## config.mk

```make
export PLATFORM = sky130hd
export DESIGN_NAME = bisync_channel_framer
export DESIGN_NICKNAME = d
export VERILOG_FILES = /design/src/bisync_pkg.sv /design/src/bisync_channel_framer.sv
export SDC_FILE = /design/constraint.sdc
export NUM_CORES = 1
export LEC_CHECK = 0
export ABC_AREA = 1
export BUFFER_PORTS_ARGS = -buffer_cell sky130_fd_sc_hd__buf_4
export CORE_UTILIZATION = 50
export CTS_CLUSTER_SIZE = 16
export DETAILED_ROUTE_END_ITERATION = 12
export PLACE_DENSITY_LB_ADDON = 0.15
export SYNTH_ARGS = -nofsm -noshare
export SYNTH_HDL_FRONTEND = slang
export SYNTH_SLANG_ARGS = --single-unit
```

## constraint.sdc

```tcl
create_clock -name ref_clk -period 3.4 [get_ports ref_clk]
set_input_delay 0.68 -clock ref_clk [delete_from_list [all_inputs] [get_ports ref_clk]]
set_output_delay 0.68 -clock ref_clk [all_outputs]
set_load 0.03 [all_outputs]
```

## src/bisync_pkg.sv

```systemverilog
package bisync_pkg;

	// register byte offsets
	localparam logic [7:0] OFS_CHAR_FMT = 8'h00;
	localparam logic [7:0] OFS_CODE_CHK = 8'h04;
	localparam logic [7:0] OFS_XTERM = 8'h08;
	localparam logic [7:0] OFS_STCMD = 8'h0C;
	localparam logic [7:0] OFS_TX_CFG = 8'h10;
	localparam logic [7:0] OFS_TEOI = 8'h14;
	localparam logic [7:0] OFS_RX_STAT = 8'h18;
	localparam logic [7:0] OFS_STATE = 8'h1C;

	// reset values
	localparam logic [7:0] RST_CHAR_FMT = 8'h03;
	localparam logic [7:0] RST_CODE_CHK = 8'h00;
	localparam logic [7:0] RST_XTERM = 8'h10;
	localparam logic [7:0] RST_TX_CFG = 8'h00;

	// field positions
	localparam int LEN_LSB = 0;
	localparam int CHK_LRC_BIT = 7;
	localparam int CODE_EBCDIC_BIT = 0;
	localparam int STC_ABORT_BIT = 0;
	localparam int STC_INIT_BIT = 1;
	localparam int TXC_MARK_BIT = 0;
	localparam int TXC_PAD00_BIT = 1;
	localparam int TXC_PADCNT_LSB = 4;
	localparam int TEOI_EOF_BIT = 0;
	localparam int RIS_EOF_BIT = 0;
	localparam int RIS_CRC_BIT = 1;
	localparam int RIS_ABORT_BIT = 2;
	localparam int RIS_XTERM_BIT = 3;

	// fill and check constants
	localparam logic [7:0] PAD_AA = 8'hAA;
	localparam logic [7:0] PAD_00 = 8'h00;
	localparam logic [7:0] TRAIL_PAD = 8'hFF;
	localparam logic [7:0] MARK_FILL = 8'hFF;
	localparam logic [7:0] DLE_CODE = 8'h10;
	localparam logic [15:0] CRC_POLY_REFL = 16'hA001;
	localparam logic [15:0] BCC_INIT = 16'h0000;

	typedef enum logic [3:0] {
		C_SYN = 4'h0, C_DLE = 4'h1, C_STX = 4'h2, C_SOH = 4'h3, C_ETX = 4'h4,
		C_ETB = 4'h5, C_ITB = 4'h6, C_ENQ = 4'h7, C_EOT = 4'h8
	} ctl_t;

	typedef enum logic [2:0] {
		PH_HDR = 3'h0, PH_HDR_DLE = 3'h1, PH_TEXT = 3'h2, PH_XP = 3'h3, PH_ESC = 3'h4
	} phase_t;

	typedef struct packed {
		logic count;
		logic strip;
		logic end_bcc;
		logic end_nobcc;
		logic is_itb;
		phase_t next;
	} cls_t;

	function automatic logic [7:0] ctl_code(input ctl_t c, input logic ebc);
		unique case (c)
			C_SYN: ctl_code = ebc ? 8'h32 : 8'h16;
			C_DLE: ctl_code = DLE_CODE;
			C_STX: ctl_code = 8'h02;
			C_SOH: ctl_code = 8'h01;
			C_ETX: ctl_code = 8'h03;
			C_ETB: ctl_code = ebc ? 8'h26 : 8'h17;
			C_ITB: ctl_code = 8'h1F;
			C_ENQ: ctl_code = ebc ? 8'h2D : 8'h05;
			C_EOT: ctl_code = ebc ? 8'h37 : 8'h04;
			default: ctl_code = 8'h00;
		endcase
	endfunction

endpackage

```

## src/bisync_channel_framer.sv

```systemverilog
// Operation
// - between frames transmitter idles with SYN characters or steady mark
// - mark idle sends a programmed count of AA or 00 leading pads
// - frame starts when FIFO has data: pads, SYN pair, then host bytes
// - transmitter classifies frame; SYNs in the header, in normal text and in DLE-SYN pairs are sent but not checked
// - abort command during a frame, before its last byte is taken, sends EOT, one trailing pad, then idles
// - frame ending EOT/ENQ gets only a pad; else BCC then pad
// - receiver hunts for SYN SYN; next non-SYN byte starts the frame
// - receiver classifies frame and checks only bytes that belong in BCC
// - frame end with BCC verifies it and posts end-of-frame status
// - frame ending ENQ skips the check and posts abort
// - extra termination character ends the frame at once, no BCC
// - channel init loads extra termination register with DLE (10 hex)
// - termination character after DLE does not end the frame
// - SYN SYN STX ENQ reports CRC error and abort, passes STX ENQ
// - after ITB or DLE-ITB the check starts at first byte, STX or SOH included
// - otherwise the check starts after STX, SOH, DLE-STX or DLE-SOH
// - non-transparent end: ETX/ETB/ITB checked, two BCC bytes follow with CRC, one with LRC
// - transparent end: DLE not checked, terminator checked, two BCC follow with CRC, one with LRC
// - transparent receive skips first DLE of pairs; DLE-SYN skips both
// - transparent receive checks per transparency and strips escape DLEs
// - check type is top bit of code set option register: 1 selects LRC
// - CRC-16 uses x16+x15+x2+1 starting from all zeros
// - LRC is per-bit parity over checked characters, parity bits excluded
module bisync_channel_framer
	import bisync_pkg::*;
(
	// clock and reset
	input wire logic ref_clk,
	input wire logic nrst,
	// register port
	input wire logic [7:0] reg_addr,
	input wire logic [7:0] reg_wdata,
	input wire logic reg_wr,
	input wire logic reg_rd,
	output logic [7:0] reg_rdata,
	// transmit data from host fifo
	input wire logic tx_valid,
	input wire logic [7:0] tx_data,
	input wire logic tx_eof,
	output logic tx_ready,
	// receive data to host
	output logic rx_valid,
	output logic [7:0] rx_data,
	// line side, one character per serial character clock
	input wire logic char_clk_pin,
	input wire logic [7:0] line_rx_char,
	output logic [7:0] line_tx_char
);
	import bisync_pkg::*;

	typedef enum logic [2:0] {
		TX_IDLE = 3'h0, TX_LPAD = 3'h1, TX_SYN1 = 3'h2, TX_SYN2 = 3'h3,
		TX_DATA = 3'h4, TX_BCC1 = 3'h5, TX_BCC2 = 3'h6, TX_TPAD = 3'h7
	} tx_state_t;

	typedef enum logic [2:0] {
		RX_HUNT = 3'h0, RX_HUNT2 = 3'h1, RX_FRAME = 3'h2, RX_BCC1 = 3'h3, RX_BCC2 = 3'h4
	} rx_state_t;

	logic [7:0] char_fmt_reg;
	logic [7:0] code_chk_reg;
	logic [7:0] extra_frame_term_char_reg;
	logic [7:0] tx_cfg_reg;
	logic [3:0] rx_interrupt_status;
	logic abort_pend_reg;
	logic teoi_pend_reg;
	logic [2:0] tick_sync;
	logic tick_lvl_reg;
	logic tick_lvl_next;
	logic tick;
	logic [7:0] rx_s1;
	logic [7:0] rx_s2;
	logic [7:0] rx_s3;
	tx_state_t tx_state;
	rx_state_t rx_state;
	phase_t tx_ph;
	phase_t rx_ph;
	logic [15:0] tx_bcc;
	logic [15:0] rx_bcc;
	logic tx_itb_reg;
	logic rx_itb_reg;
	logic [3:0] pad_cnt_reg;
	logic [3:0] rx_evt_reg;
	logic ebc;
	logic lrc;
	logic [7:0] len_mask;
	logic wr_stcmd;
	logic init_cmd;
	logic abort_cmd;
	logic teoi_cmd;
	logic [7:0] rb;
	cls_t tx_cls;
	cls_t rx_cls;
	logic [15:0] rx_chk;
	logic xterm_hit;

	assign ebc = code_chk_reg[CODE_EBCDIC_BIT];
	assign lrc = code_chk_reg[CHK_LRC_BIT];
	assign wr_stcmd = reg_wr && reg_addr == OFS_STCMD;
	assign init_cmd = wr_stcmd && reg_wdata[STC_INIT_BIT];
	assign abort_cmd = wr_stcmd && reg_wdata[STC_ABORT_BIT];
	assign teoi_cmd = reg_wr && reg_addr == OFS_TEOI && reg_wdata[TEOI_EOF_BIT];
	// parity never reaches this byte, so masking to the character length is all LRC needs
	assign len_mask = 8'hFF >> (2'd3 - char_fmt_reg[LEN_LSB +: 2]);

	// one step of the block check over a byte
	function automatic logic [15:0] bcc_step(input logic [15:0] b, input logic [7:0] d,
			input logic use_lrc, input logic [7:0] m);
		logic [15:0] c;
		logic fb;
		c = b;
		fb = 1'b0;
		if (use_lrc) begin
			c = {8'h00, b[7:0] ^ (d & m)};
		end else begin
			for (int i = 0; i < 8; i++) begin
				fb = c[0] ^ d[i];
				c = c >> 1;
				if (fb) begin
					c = c ^ CRC_POLY_REFL;
				end
			end
		end
		return c;
	endfunction

	// frame-type tracking shared by both directions
	function automatic cls_t classify(input logic [7:0] d, input phase_t ph,
			input logic itb, input logic e);
		cls_t r;
		logic is_term;
		logic is_end0;
		r = '0;
		r.next = ph;
		is_term = d == ctl_code(C_ETX, e) || d == ctl_code(C_ETB, e)
			|| d == ctl_code(C_ITB, e);
		is_end0 = d == ctl_code(C_ENQ, e) || d == ctl_code(C_EOT, e);
		r.is_itb = d == ctl_code(C_ITB, e);
		unique case (ph)
			PH_HDR: begin
				if (d == ctl_code(C_DLE, e)) begin
					r.next = PH_HDR_DLE;
					r.count = itb;
				end else if (d == ctl_code(C_STX, e) || d == ctl_code(C_SOH, e)) begin
					r.next = PH_TEXT;
					r.count = itb;
				end else if (is_end0) begin
					r.end_nobcc = 1'b1;
				end else if (d != ctl_code(C_SYN, e)) begin
					r.next = PH_TEXT;
					r.count = 1'b1;
				end
			end
			PH_HDR_DLE: begin
				r.count = 1'b1;
				r.next = PH_TEXT;
				if (d == ctl_code(C_STX, e) || d == ctl_code(C_SOH, e)) begin
					r.next = PH_XP;
					r.count = itb;
				end
			end
			PH_TEXT: begin
				if (d == ctl_code(C_DLE, e)) begin
					r.next = PH_ESC;
				end else if (is_end0) begin
					r.end_nobcc = 1'b1;
				end else if (d != ctl_code(C_SYN, e)) begin
					r.count = 1'b1;
					r.end_bcc = is_term;
				end
			end
			PH_XP: begin
				r.count = d != ctl_code(C_DLE, e);
				r.strip = d == ctl_code(C_DLE, e);
				if (d == ctl_code(C_DLE, e)) begin
					r.next = PH_ESC;
				end
			end
			PH_ESC: begin
				r.next = PH_XP;
				if (d == ctl_code(C_SYN, e)) begin
					r.strip = 1'b1;
				end else if (is_end0) begin
					r.end_nobcc = 1'b1;
				end else begin
					r.count = 1'b1;
					r.end_bcc = is_term;
				end
			end
			default: begin
				r.next = PH_HDR;
			end
		endcase
		return r;
	endfunction

	// character clock pin: three stages, a level counts once stages two and three agree
	always_comb begin
		tick_lvl_next = tick_lvl_reg;
		if (tick_sync[2] == tick_sync[1]) begin
			tick_lvl_next = tick_sync[2];
		end
	end
	assign tick = tick_lvl_next && !tick_lvl_reg;

	always_ff @(posedge ref_clk or negedge nrst) begin
		if (!nrst) begin
			tick_sync <= 3'h0;
			tick_lvl_reg <= 1'b0;
			rx_s1 <= 8'h00;
			rx_s2 <= 8'h00;
			rx_s3 <= 8'h00;
		end else begin
			tick_sync <= {tick_sync[1:0], char_clk_pin};
			tick_lvl_reg <= tick_lvl_next;
			rx_s1 <= line_rx_char;
			rx_s2 <= rx_s1;
			rx_s3 <= rx_s2;
		end
	end

	// register writes
	always_ff @(posedge ref_clk or negedge nrst) begin
		if (!nrst) begin
			char_fmt_reg <= RST_CHAR_FMT;
			code_chk_reg <= RST_CODE_CHK;
			extra_frame_term_char_reg <= RST_XTERM;
			tx_cfg_reg <= RST_TX_CFG;
		end else if (init_cmd) begin
			extra_frame_term_char_reg <= DLE_CODE;
		end else if (reg_wr) begin
			unique case (reg_addr)
				OFS_CHAR_FMT: char_fmt_reg <= reg_wdata;
				OFS_CODE_CHK: code_chk_reg <= reg_wdata;
				OFS_XTERM: extra_frame_term_char_reg <= reg_wdata;
				OFS_TX_CFG: tx_cfg_reg <= reg_wdata;
				default: ;
			endcase
		end
	end

	// sticky receive status, write one to clear; a new event wins over the clear
	always_ff @(posedge ref_clk or negedge nrst) begin
		if (!nrst) begin
			rx_interrupt_status <= 4'h0;
		end else if (reg_wr && reg_addr == OFS_RX_STAT) begin
			rx_interrupt_status <= (rx_interrupt_status & ~reg_wdata[3:0]) | rx_evt_reg;
		end else begin
			rx_interrupt_status <= rx_interrupt_status | rx_evt_reg;
		end
	end

	// register reads, data one cycle after the strobe
	always_comb begin
		unique case (reg_addr)
			OFS_CHAR_FMT: rb = char_fmt_reg;
			OFS_CODE_CHK: rb = code_chk_reg;
			OFS_XTERM: rb = extra_frame_term_char_reg;
			OFS_STCMD: rb = {7'h00, abort_pend_reg};
			OFS_TX_CFG: rb = tx_cfg_reg;
			OFS_TEOI: rb = {7'h00, teoi_pend_reg};
			OFS_RX_STAT: rb = {4'h0, rx_interrupt_status};
			OFS_STATE: rb = {tx_state, rx_state, tx_itb_reg, rx_itb_reg};
			default: rb = 8'h00;
		endcase
	end

	always_ff @(posedge ref_clk or negedge nrst) begin
		if (!nrst) begin
			reg_rdata <= 8'h00;
		end else begin
			reg_rdata <= reg_rd ? rb : 8'h00;
		end
	end

	// pending commands; a command in the cycle it is consumed stays pending
	always_ff @(posedge ref_clk or negedge nrst) begin
		if (!nrst) begin
			abort_pend_reg <= 1'b0;
			teoi_pend_reg <= 1'b0;
		end else begin
			if (abort_cmd) begin
				abort_pend_reg <= 1'b1;
			end else if (tick && (tx_state == TX_DATA || tx_state == TX_IDLE)) begin
				abort_pend_reg <= 1'b0;
			end
			if (teoi_cmd) begin
				teoi_pend_reg <= 1'b1;
			end else if (tx_ready && tx_valid) begin
				teoi_pend_reg <= 1'b0;
			end
		end
	end

	// transmitter
	// an init in the same cycle would swallow the byte, so it is refused then
	assign tx_ready = tick && tx_state == TX_DATA && !abort_pend_reg && !init_cmd;
	assign tx_cls = classify(tx_data, tx_ph, tx_itb_reg, ebc);

	always_ff @(posedge ref_clk or negedge nrst) begin
		if (!nrst) begin
			tx_state <= TX_IDLE;
			line_tx_char <= MARK_FILL;
			tx_ph <= PH_HDR;
			tx_bcc <= BCC_INIT;
			tx_itb_reg <= 1'b0;
			pad_cnt_reg <= 4'h0;
		end else if (init_cmd) begin
			tx_itb_reg <= 1'b0;
		end else if (tick) begin
			unique case (tx_state)
				TX_IDLE: begin
					line_tx_char <= tx_cfg_reg[TXC_MARK_BIT] ? MARK_FILL
						: ctl_code(C_SYN, ebc);
					pad_cnt_reg <= tx_cfg_reg[TXC_PADCNT_LSB +: 4];
					if (tx_valid && !abort_pend_reg) begin
						tx_state <= TX_SYN1;
						if (tx_cfg_reg[TXC_MARK_BIT] && tx_cfg_reg[TXC_PADCNT_LSB +: 4] != 4'h0) begin
							tx_state <= TX_LPAD;
						end
					end
				end
				TX_LPAD: begin
					line_tx_char <= tx_cfg_reg[TXC_PAD00_BIT] ? PAD_00 : PAD_AA;
					pad_cnt_reg <= pad_cnt_reg - 4'h1;
					if (pad_cnt_reg == 4'h1) begin
						tx_state <= TX_SYN1;
					end
				end
				TX_SYN1: begin
					line_tx_char <= ctl_code(C_SYN, ebc);
					tx_state <= TX_SYN2;
				end
				TX_SYN2: begin
					line_tx_char <= ctl_code(C_SYN, ebc);
					tx_state <= TX_DATA;
					tx_ph <= PH_HDR;
					tx_bcc <= BCC_INIT;
				end
				TX_DATA: begin
					if (abort_pend_reg) begin
						line_tx_char <= ctl_code(C_EOT, ebc);
						tx_itb_reg <= 1'b0;
						tx_state <= TX_TPAD;
					end else if (tx_valid) begin
						// data goes out as given: escape DLEs are the host's job
						line_tx_char <= tx_data;
						tx_ph <= tx_cls.next;
						if (tx_cls.count) begin
							tx_bcc <= bcc_step(tx_bcc, tx_data, lrc, len_mask);
						end
						if (tx_eof || teoi_pend_reg) begin
							tx_itb_reg <= tx_cls.end_bcc && tx_cls.is_itb;
							tx_state <= tx_cls.end_nobcc ? TX_TPAD : TX_BCC1;
						end
					end else begin
						// underrun fill, kept out of the check
						line_tx_char <= ctl_code(C_SYN, ebc);
					end
				end
				TX_BCC1: begin
					line_tx_char <= tx_bcc[7:0];
					tx_state <= lrc ? TX_TPAD : TX_BCC2;
				end
				TX_BCC2: begin
					line_tx_char <= tx_bcc[15:8];
					tx_state <= TX_TPAD;
				end
				TX_TPAD: begin
					line_tx_char <= TRAIL_PAD;
					tx_state <= TX_IDLE;
				end
				default: tx_state <= TX_IDLE;
			endcase
		end
	end

	// receiver
	assign rx_cls = classify(rx_s3, rx_ph, rx_itb_reg, ebc);
	assign rx_chk = bcc_step(rx_bcc, rx_s3, lrc, len_mask);
	// the terminator is inert while it equals DLE, else every DLE would end the frame
	assign xterm_hit = extra_frame_term_char_reg != DLE_CODE
		&& rx_s3 == extra_frame_term_char_reg
		&& rx_ph != PH_ESC && rx_ph != PH_HDR_DLE;

	always_ff @(posedge ref_clk or negedge nrst) begin
		if (!nrst) begin
			rx_state <= RX_HUNT;
			rx_ph <= PH_HDR;
			rx_bcc <= BCC_INIT;
			rx_itb_reg <= 1'b0;
			rx_evt_reg <= 4'h0;
			rx_valid <= 1'b0;
			rx_data <= 8'h00;
		end else if (init_cmd) begin
			rx_state <= RX_HUNT;
			rx_itb_reg <= 1'b0;
			rx_evt_reg <= 4'h0;
			rx_valid <= 1'b0;
		end else begin
			rx_evt_reg <= 4'h0;
			rx_valid <= 1'b0;
			if (tick) begin
				unique case (rx_state)
					RX_HUNT: begin
						if (rx_s3 == ctl_code(C_SYN, ebc)) begin
							rx_state <= RX_HUNT2;
						end
					end
					RX_HUNT2: begin
						rx_state <= RX_HUNT;
						if (rx_s3 == ctl_code(C_SYN, ebc)) begin
							rx_state <= RX_FRAME;
							rx_ph <= PH_HDR;
							rx_bcc <= BCC_INIT;
						end
					end
					RX_FRAME: begin
						if (!rx_cls.strip
								&& !(rx_ph == PH_HDR && rx_s3 == ctl_code(C_SYN, ebc))) begin
							rx_data <= rx_s3;
							rx_valid <= 1'b1;
						end
						if (xterm_hit) begin
							rx_evt_reg[RIS_EOF_BIT] <= 1'b1;
							rx_evt_reg[RIS_XTERM_BIT] <= 1'b1;
							rx_itb_reg <= 1'b0;
							rx_state <= RX_HUNT;
						end else begin
							rx_ph <= rx_cls.next;
							if (rx_cls.count) begin
								rx_bcc <= rx_chk;
							end
							if (rx_cls.end_nobcc) begin
								rx_itb_reg <= 1'b0;
								rx_state <= RX_HUNT;
								if (rx_s3 == ctl_code(C_ENQ, ebc)) begin
									rx_evt_reg[RIS_ABORT_BIT] <= 1'b1;
									rx_evt_reg[RIS_CRC_BIT] <= rx_ph != PH_HDR;
								end else begin
									rx_evt_reg[RIS_EOF_BIT] <= 1'b1;
								end
							end else if (rx_cls.end_bcc) begin
								rx_itb_reg <= rx_cls.is_itb;
								rx_state <= RX_BCC1;
							end
						end
					end
					RX_BCC1: begin
						// stepping the received check through the sum leaves zero when good
						rx_bcc <= rx_chk;
						rx_state <= RX_BCC2;
						if (lrc) begin
							rx_evt_reg[RIS_EOF_BIT] <= 1'b1;
							rx_evt_reg[RIS_CRC_BIT] <= rx_chk != 16'h0000;
							rx_state <= rx_itb_reg ? RX_FRAME : RX_HUNT;
							rx_ph <= PH_HDR;
							rx_bcc <= BCC_INIT;
						end
					end
					RX_BCC2: begin
						rx_evt_reg[RIS_EOF_BIT] <= 1'b1;
						rx_evt_reg[RIS_CRC_BIT] <= rx_chk != 16'h0000;
						rx_state <= rx_itb_reg ? RX_FRAME : RX_HUNT;
						rx_ph <= PH_HDR;
						rx_bcc <= BCC_INIT;
					end
					default: rx_state <= RX_HUNT;
				endcase
			end
		end
	end

endmodule

```

== Word-level counts from Yosys, hierarchy flattened ==
Cells that the tools add are included.
W data, S select, Z words.
Word-level totals
  flip-flop bits (word level): 145
  input bits: 39
  output and inout port bits: 26
  word-level logic and storage cells: 496
Cells by class
  $add $sub $neg: 2
  equal/unequal tests: 89
  shifts and indexed selects: 1
  multiplexer cells: 263
  bitwise operators: 41
  reductions and logical operators: 74
Operator list (count)
  $mux W16: 81
  $mux W8: 54
  $eq A8 B8 Y1: 25
  $mux W3: 30
  $pmux W16 S4: 1
  $pmux W8 S8: 1
  $mux W1: 60
  $pmux W8 S7: 1
  $eq A8 B5 Y1 const B: 6
  $ne A8 B8 Y1: 6
  $not A2 Y3: 16
  $pmux W3 S5: 3
  $pmux W16 S2: 1
  $ne A5 B5 Y1 const B: 5
  $eq A3 B2 Y1 const B: 8
  $mux W2: 12
  $mux W6: 4
  $pmux W3 S8: 1
  $eq A3 B3 Y1 const B: 7
  $ne A3 B3 Y1 const B: 7
  $logic_and A1 B1 Y1: 20
  $reduce_and A3 Y1: 6
  $reduce_and A6 Y1: 3
  $reduce_bool A2 Y1: 9
  42 further kinds: 103

== Longest topological paths before layout ==
  word-level depth: 83
  depth in mapped cells: 20
  gate-level depth less buffers: 19

== Worst setup path after synthesis ==
No wires, ideal clock.
  path type: input to output
  from: in reg_addr[7]
  to: out tx_ready
  arrival: 1922 ps
  required time: 2720 ps
  slack: 798 ps
  stages: 13
  cells stage by stage: nor2_1 inv_1 nor2_1 inv_2 nor2_4 nand3_2 nor2_4 inv_2 nand2_4 inv_2 clkbuf_1 nand3_1 inv_1
On the way
  longest elaborated chain between the ends: 5
Ends and longest elaborated chain
  start: declaration: line bisync_channel_framer.sv:32  | input wire logic [7:0] reg_addr,
  $eq A8 B4 Y1: line bisync_channel_framer.sv:100  | assign wr_stcmd = reg_wr && reg_addr == OFS_STCMD;
  $logic_and A1 B1 Y1: line bisync_channel_framer.sv:100
  $logic_and A1 B1 Y1: line bisync_channel_framer.sv:101  | assign init_cmd = wr_stcmd && reg_wdata[STC_INIT_BIT];
  $logic_not A1 Y1: line bisync_channel_framer.sv:298  | assign tx_ready = tick && tx_state == TX_DATA && !abort_pend_reg && !init_cmd;
  $logic_and A1 B1 Y1: line bisync_channel_framer.sv:298
  end: declaration: line bisync_channel_framer.sv:41  | output logic tx_ready,
No other way between the ends.

== Worst setup path after layout ==
Same ends and word-level chain as after synthesis.

==> flow_summary_export.csv <==
group,metric,value,unit
logic_synthesis,synth_compound_gate_area_share,0.186,
finish,final_nets,1086,
setup_path,crit-reg2reg-launch,"code_chk_reg[0]$_DFFE_PN0P_",
logic_synthesis,synth_fa_ha_area_frac,0.00442,
clock_network,tritoncts.num_buffers,17,
floorplanning,initial_core_util,0.518,
timing,clock-skew-final,0.00967,ns
logic_synthesis,synthesis.area,0.00793,mm^2
logic_synthesis,mean_syn_cell_area,8.15,um^2
clock_network,post-cts-setup-buffer-count,0,
clock_network,path_clk_slew,0.06,ns
global_route,first_global_vias,6493,
timing,tns,0,ns
outcome,outcome,"finished clean",
clock_network,ctsResizeCount,0,
global_route,grt_util_all_layers,0.264,
global_route,grt_pass1_wl,33.2,mm
setup_path,worstSetupEndpoint,"tx_ready",
finish,area_delta_synth_final,15.9,%
route,top_layer,"met4",
finish,final_common_cell,"nand2_1",
logic_synthesis,dominant_combinational_cell_family_by_area_after_synthesis,"simple AND/OR/NAND/NOR gates",
placement,dpl.hpwl,15.2,mm
clock_network,root_buffer,"clkbuf_16",
clock_network,ctsHoldBuffers,0,
route,final_wirelength,20.6,mm
route,antenna_violating_nets_post_route,0,
worst_hold_path,hold_class,"input port to async pin",
logic_synthesis,post_synth_num_cell_types,63,
timing,timing.max_slew.rel_slack,0.396,
timing,report.final.slew_viol_count,0,
timing,grt_setup_unrepaired,"no",
setup_path,worst_ep_required_time,2.72,ns
timing,tightest_slew,0.904,ns
floorplanning,floorplan.die.height,128,um
logic_synthesis,gate_count_after_technology_mapping,973,
route,met3WireLength,1.24,mm
power_and_ir_drop,leakage,4.28,nW
setup_path,timing.reg2reg.worst_path_depth,13,
timing,share_of_the_cycle_needed_by_the_critical_path_after_routing,0.874,
setup_path,crit_fanout,14,
route,post_drt_wl_per_cell,16.2,um
logic_synthesis,synth.ff_latch_count,145,
global_route,number_of_antenna_violations_at_the_first_check_in_global_routing,0,
setup_path,cp-start-kind,"input port",
route,drcViolationCount,0,
finish,mostFrequentLayoutCells,"186 x nand2_1, 134 x dfrtp_1, 127 x inv_1",
floorplanning,die-area,0.0164,mm^2
placement,place_congestion,0.954,
floorplanning,core_area,0.0153,mm^2
finish,final_core_utilization,0.600,
timing,timing.final.crit_period,2.97,ns
timing,timing.final.setup_violations,0,
finish,post_route_cells_drive_above_1_share,0.170,
floorplanning,design.portCount,65,
job,maxCapViolations,0,
logic_synthesis,synth_largest_type_area_fraction,0.423,
global_route,globalRoute.totalOverflow,0,
placement,port_buffers,64,
route,route.met2.wl,9.38,mm
route,detail_route.wirelength.met1,9.52,mm
route,drtIter0Drc,647,
global_route,grt_start_max_net_pins,61,
power_and_ir_drop,max-vdd-ir-drop,464,uV
timing,fmax,337,MHz
route,via_per_inst,5.57,
logic_synthesis,ys_dominant_reg_cell,"dfrtp_1",
clock_network,clkLatencyLatePin,0.42,ns
setup_path,worstSetupEndpointType,"primary output",
logic_synthesis,synth_net_count,1014,
logic_synthesis,post-synth-top-area-cell,"dfrtp_1",
route,detail_route.first_pass.iterations,5,
setup_path,worst_setup_path_startpoint,"reg_addr[7]",
logic_synthesis,synth_mux_area_frac,0,
clock_network,cts_tree,"done",
logic_synthesis,synth-xor-area-share,0.0456,
clock_network,cts.htree.levels,4,
clock_network,clock_sinks,145,
floorplanning,die_w,128,um
finish,n_antenna_cell,0,
floorplanning,rows,45,
finish,largestRegisters,"rx_bcc (16), tx_bcc (16)",
setup_path,critPathArrivalTime,2.29,ns
logic_synthesis,post_synth_main_area_contributors,"dfrtp_1 42%, nand2_1 8.8%, o21ai_0 6.6%",
setup_path,critical_path.reg2reg.endpoint,"tx_bcc[0]$_DFFE_PN0P_",
setup_path,worstSetupPathType,"input port to primary output",
logic_synthesis,synthSimpleGateAreaFrac,0.219,
route,routed-via-count,7070,
power_and_ir_drop,p_per_area,670,mW/mm^2
power_and_ir_drop,post-layout-total-power,6.15,mW
clock_network,cts_buffer_depth,2,
logic_synthesis,ys_async_sr_fraction,1.00,
logic_synthesis,synth-edff-count,0,
logic_synthesis,yosys_warnings,0,
logic_synthesis,synth_sequential_area_ratio,0.459,
setup_path,ff_to_ff_setup_slack,0.70,ns
timing,timing.final.hold_violations,0,
through the flow:
stage / cell area (um^2) / instances / hold WS, ns / setup WS (ns)
floorplan: 7930 / 973 / 0.331 / 0.798
global placement: 8620 / 1237 / 0.332 / 0.489
detailed placement: 8620 / 1237 / 0.335 / 0.441
CTS: 9190 / 1269 / 0.233 / 0.439
global route: 9190 / 1269 / 0.245 / 0.234
finish: 9190 / 1269 / 0.207 / 0.429
kinds of logic (layout without fill, tap and decap cells):
group                      count (synthesis)  count (layout)
AOI/OAI and AO/OA                        244             244
xor gates and xnor gates                  35              35
adders and majority gates                  3               3
buffers and inverters                    165             250
DFF                                      145             145
and+or+nand+nor                          381             381
worst min-delay path by stage:
stage / start / cells after the start / endpoint / slack, ns
after floorplan: rx_s1[0]$_DFF_PN0_ / 0 / rx_s2[0]$_DFF_PN0_ / 0.33
after global placement: rx_s1[5]$_DFF_PN0_ / 0 / rx_s2[5]$_DFF_PN0_ / 0.33
after detailed placement: rx_s1[2]$_DFF_PN0_ / 0 / rx_s2[2]$_DFF_PN0_ / 0.33
after CTS: nrst / 1 / pad_cnt_reg[1]$_DFFE_PN0P_ / 0.23
after global routing: nrst / 1 / pad_cnt_reg[1]$_DFFE_PN0P_ / 0.24
final: nrst / 1 / pad_cnt_reg[1]$_DFFE_PN0P_ / 0.21
power breakdown:
group	internal (mW)	switching (mW)	leakage [nW]	total, mW
sequential	2.04	0.235	1.83	2.27
combinational	0.754	1.33	2.19	2.08
clock	1.02	0.775	0.259	1.80
total	3.81	2.34	4.28	6.15
worst max-delay path, stage by stage:
cell	delay, ns
buf_4	0.11
nor2_1	0.09
inv_1	0.04
nor2_1	0.18
inv_2	0.07
nor2_4	0.13
nand3_2	0.11
nor2_4	0.17
inv_2	0.14
nand2_4	0.13
inv_2	0.14
nand3_1	0.10
inv_1	0.04
buf_4	0.16
layer usage:
| layer | vias up | global-route usage |
|---|---|---|
| met5 | - | 0 |
| met3 | 33 | 0.0488 |
| met1 | 3365 | 0.365 |
| met2 | 262 | 0.420 |
| met4 | 0 | 0.0893 |
| li1 | 3410 | - |
cell usage after synthesis (10+ instances only):
library cell	count
nand2_1	186
dfrtp_1	134
inv_1	127
o21ai_0	104
nor2_1	70
a21oi_1	49
nand3_1	45
nor3_1	27
xnor2_1	19
o22ai_1	18
inv_2	16
nand4_1	15
a221oi_1	11
dfstp_2	11
xor2_1	11
nand2_2	10
o211ai_1	10
area by class of cell:
cell class	instances	area [um^2]
clock inverter	13	131
timing repair buffer	72	557
multi-input combinational	663	3600
clock buffer	19	433
inverter	146	554
tap	211	264
fill	1392	6130
sequential	145	3640
Note: power is estimated with default switching activity, not from simulation.
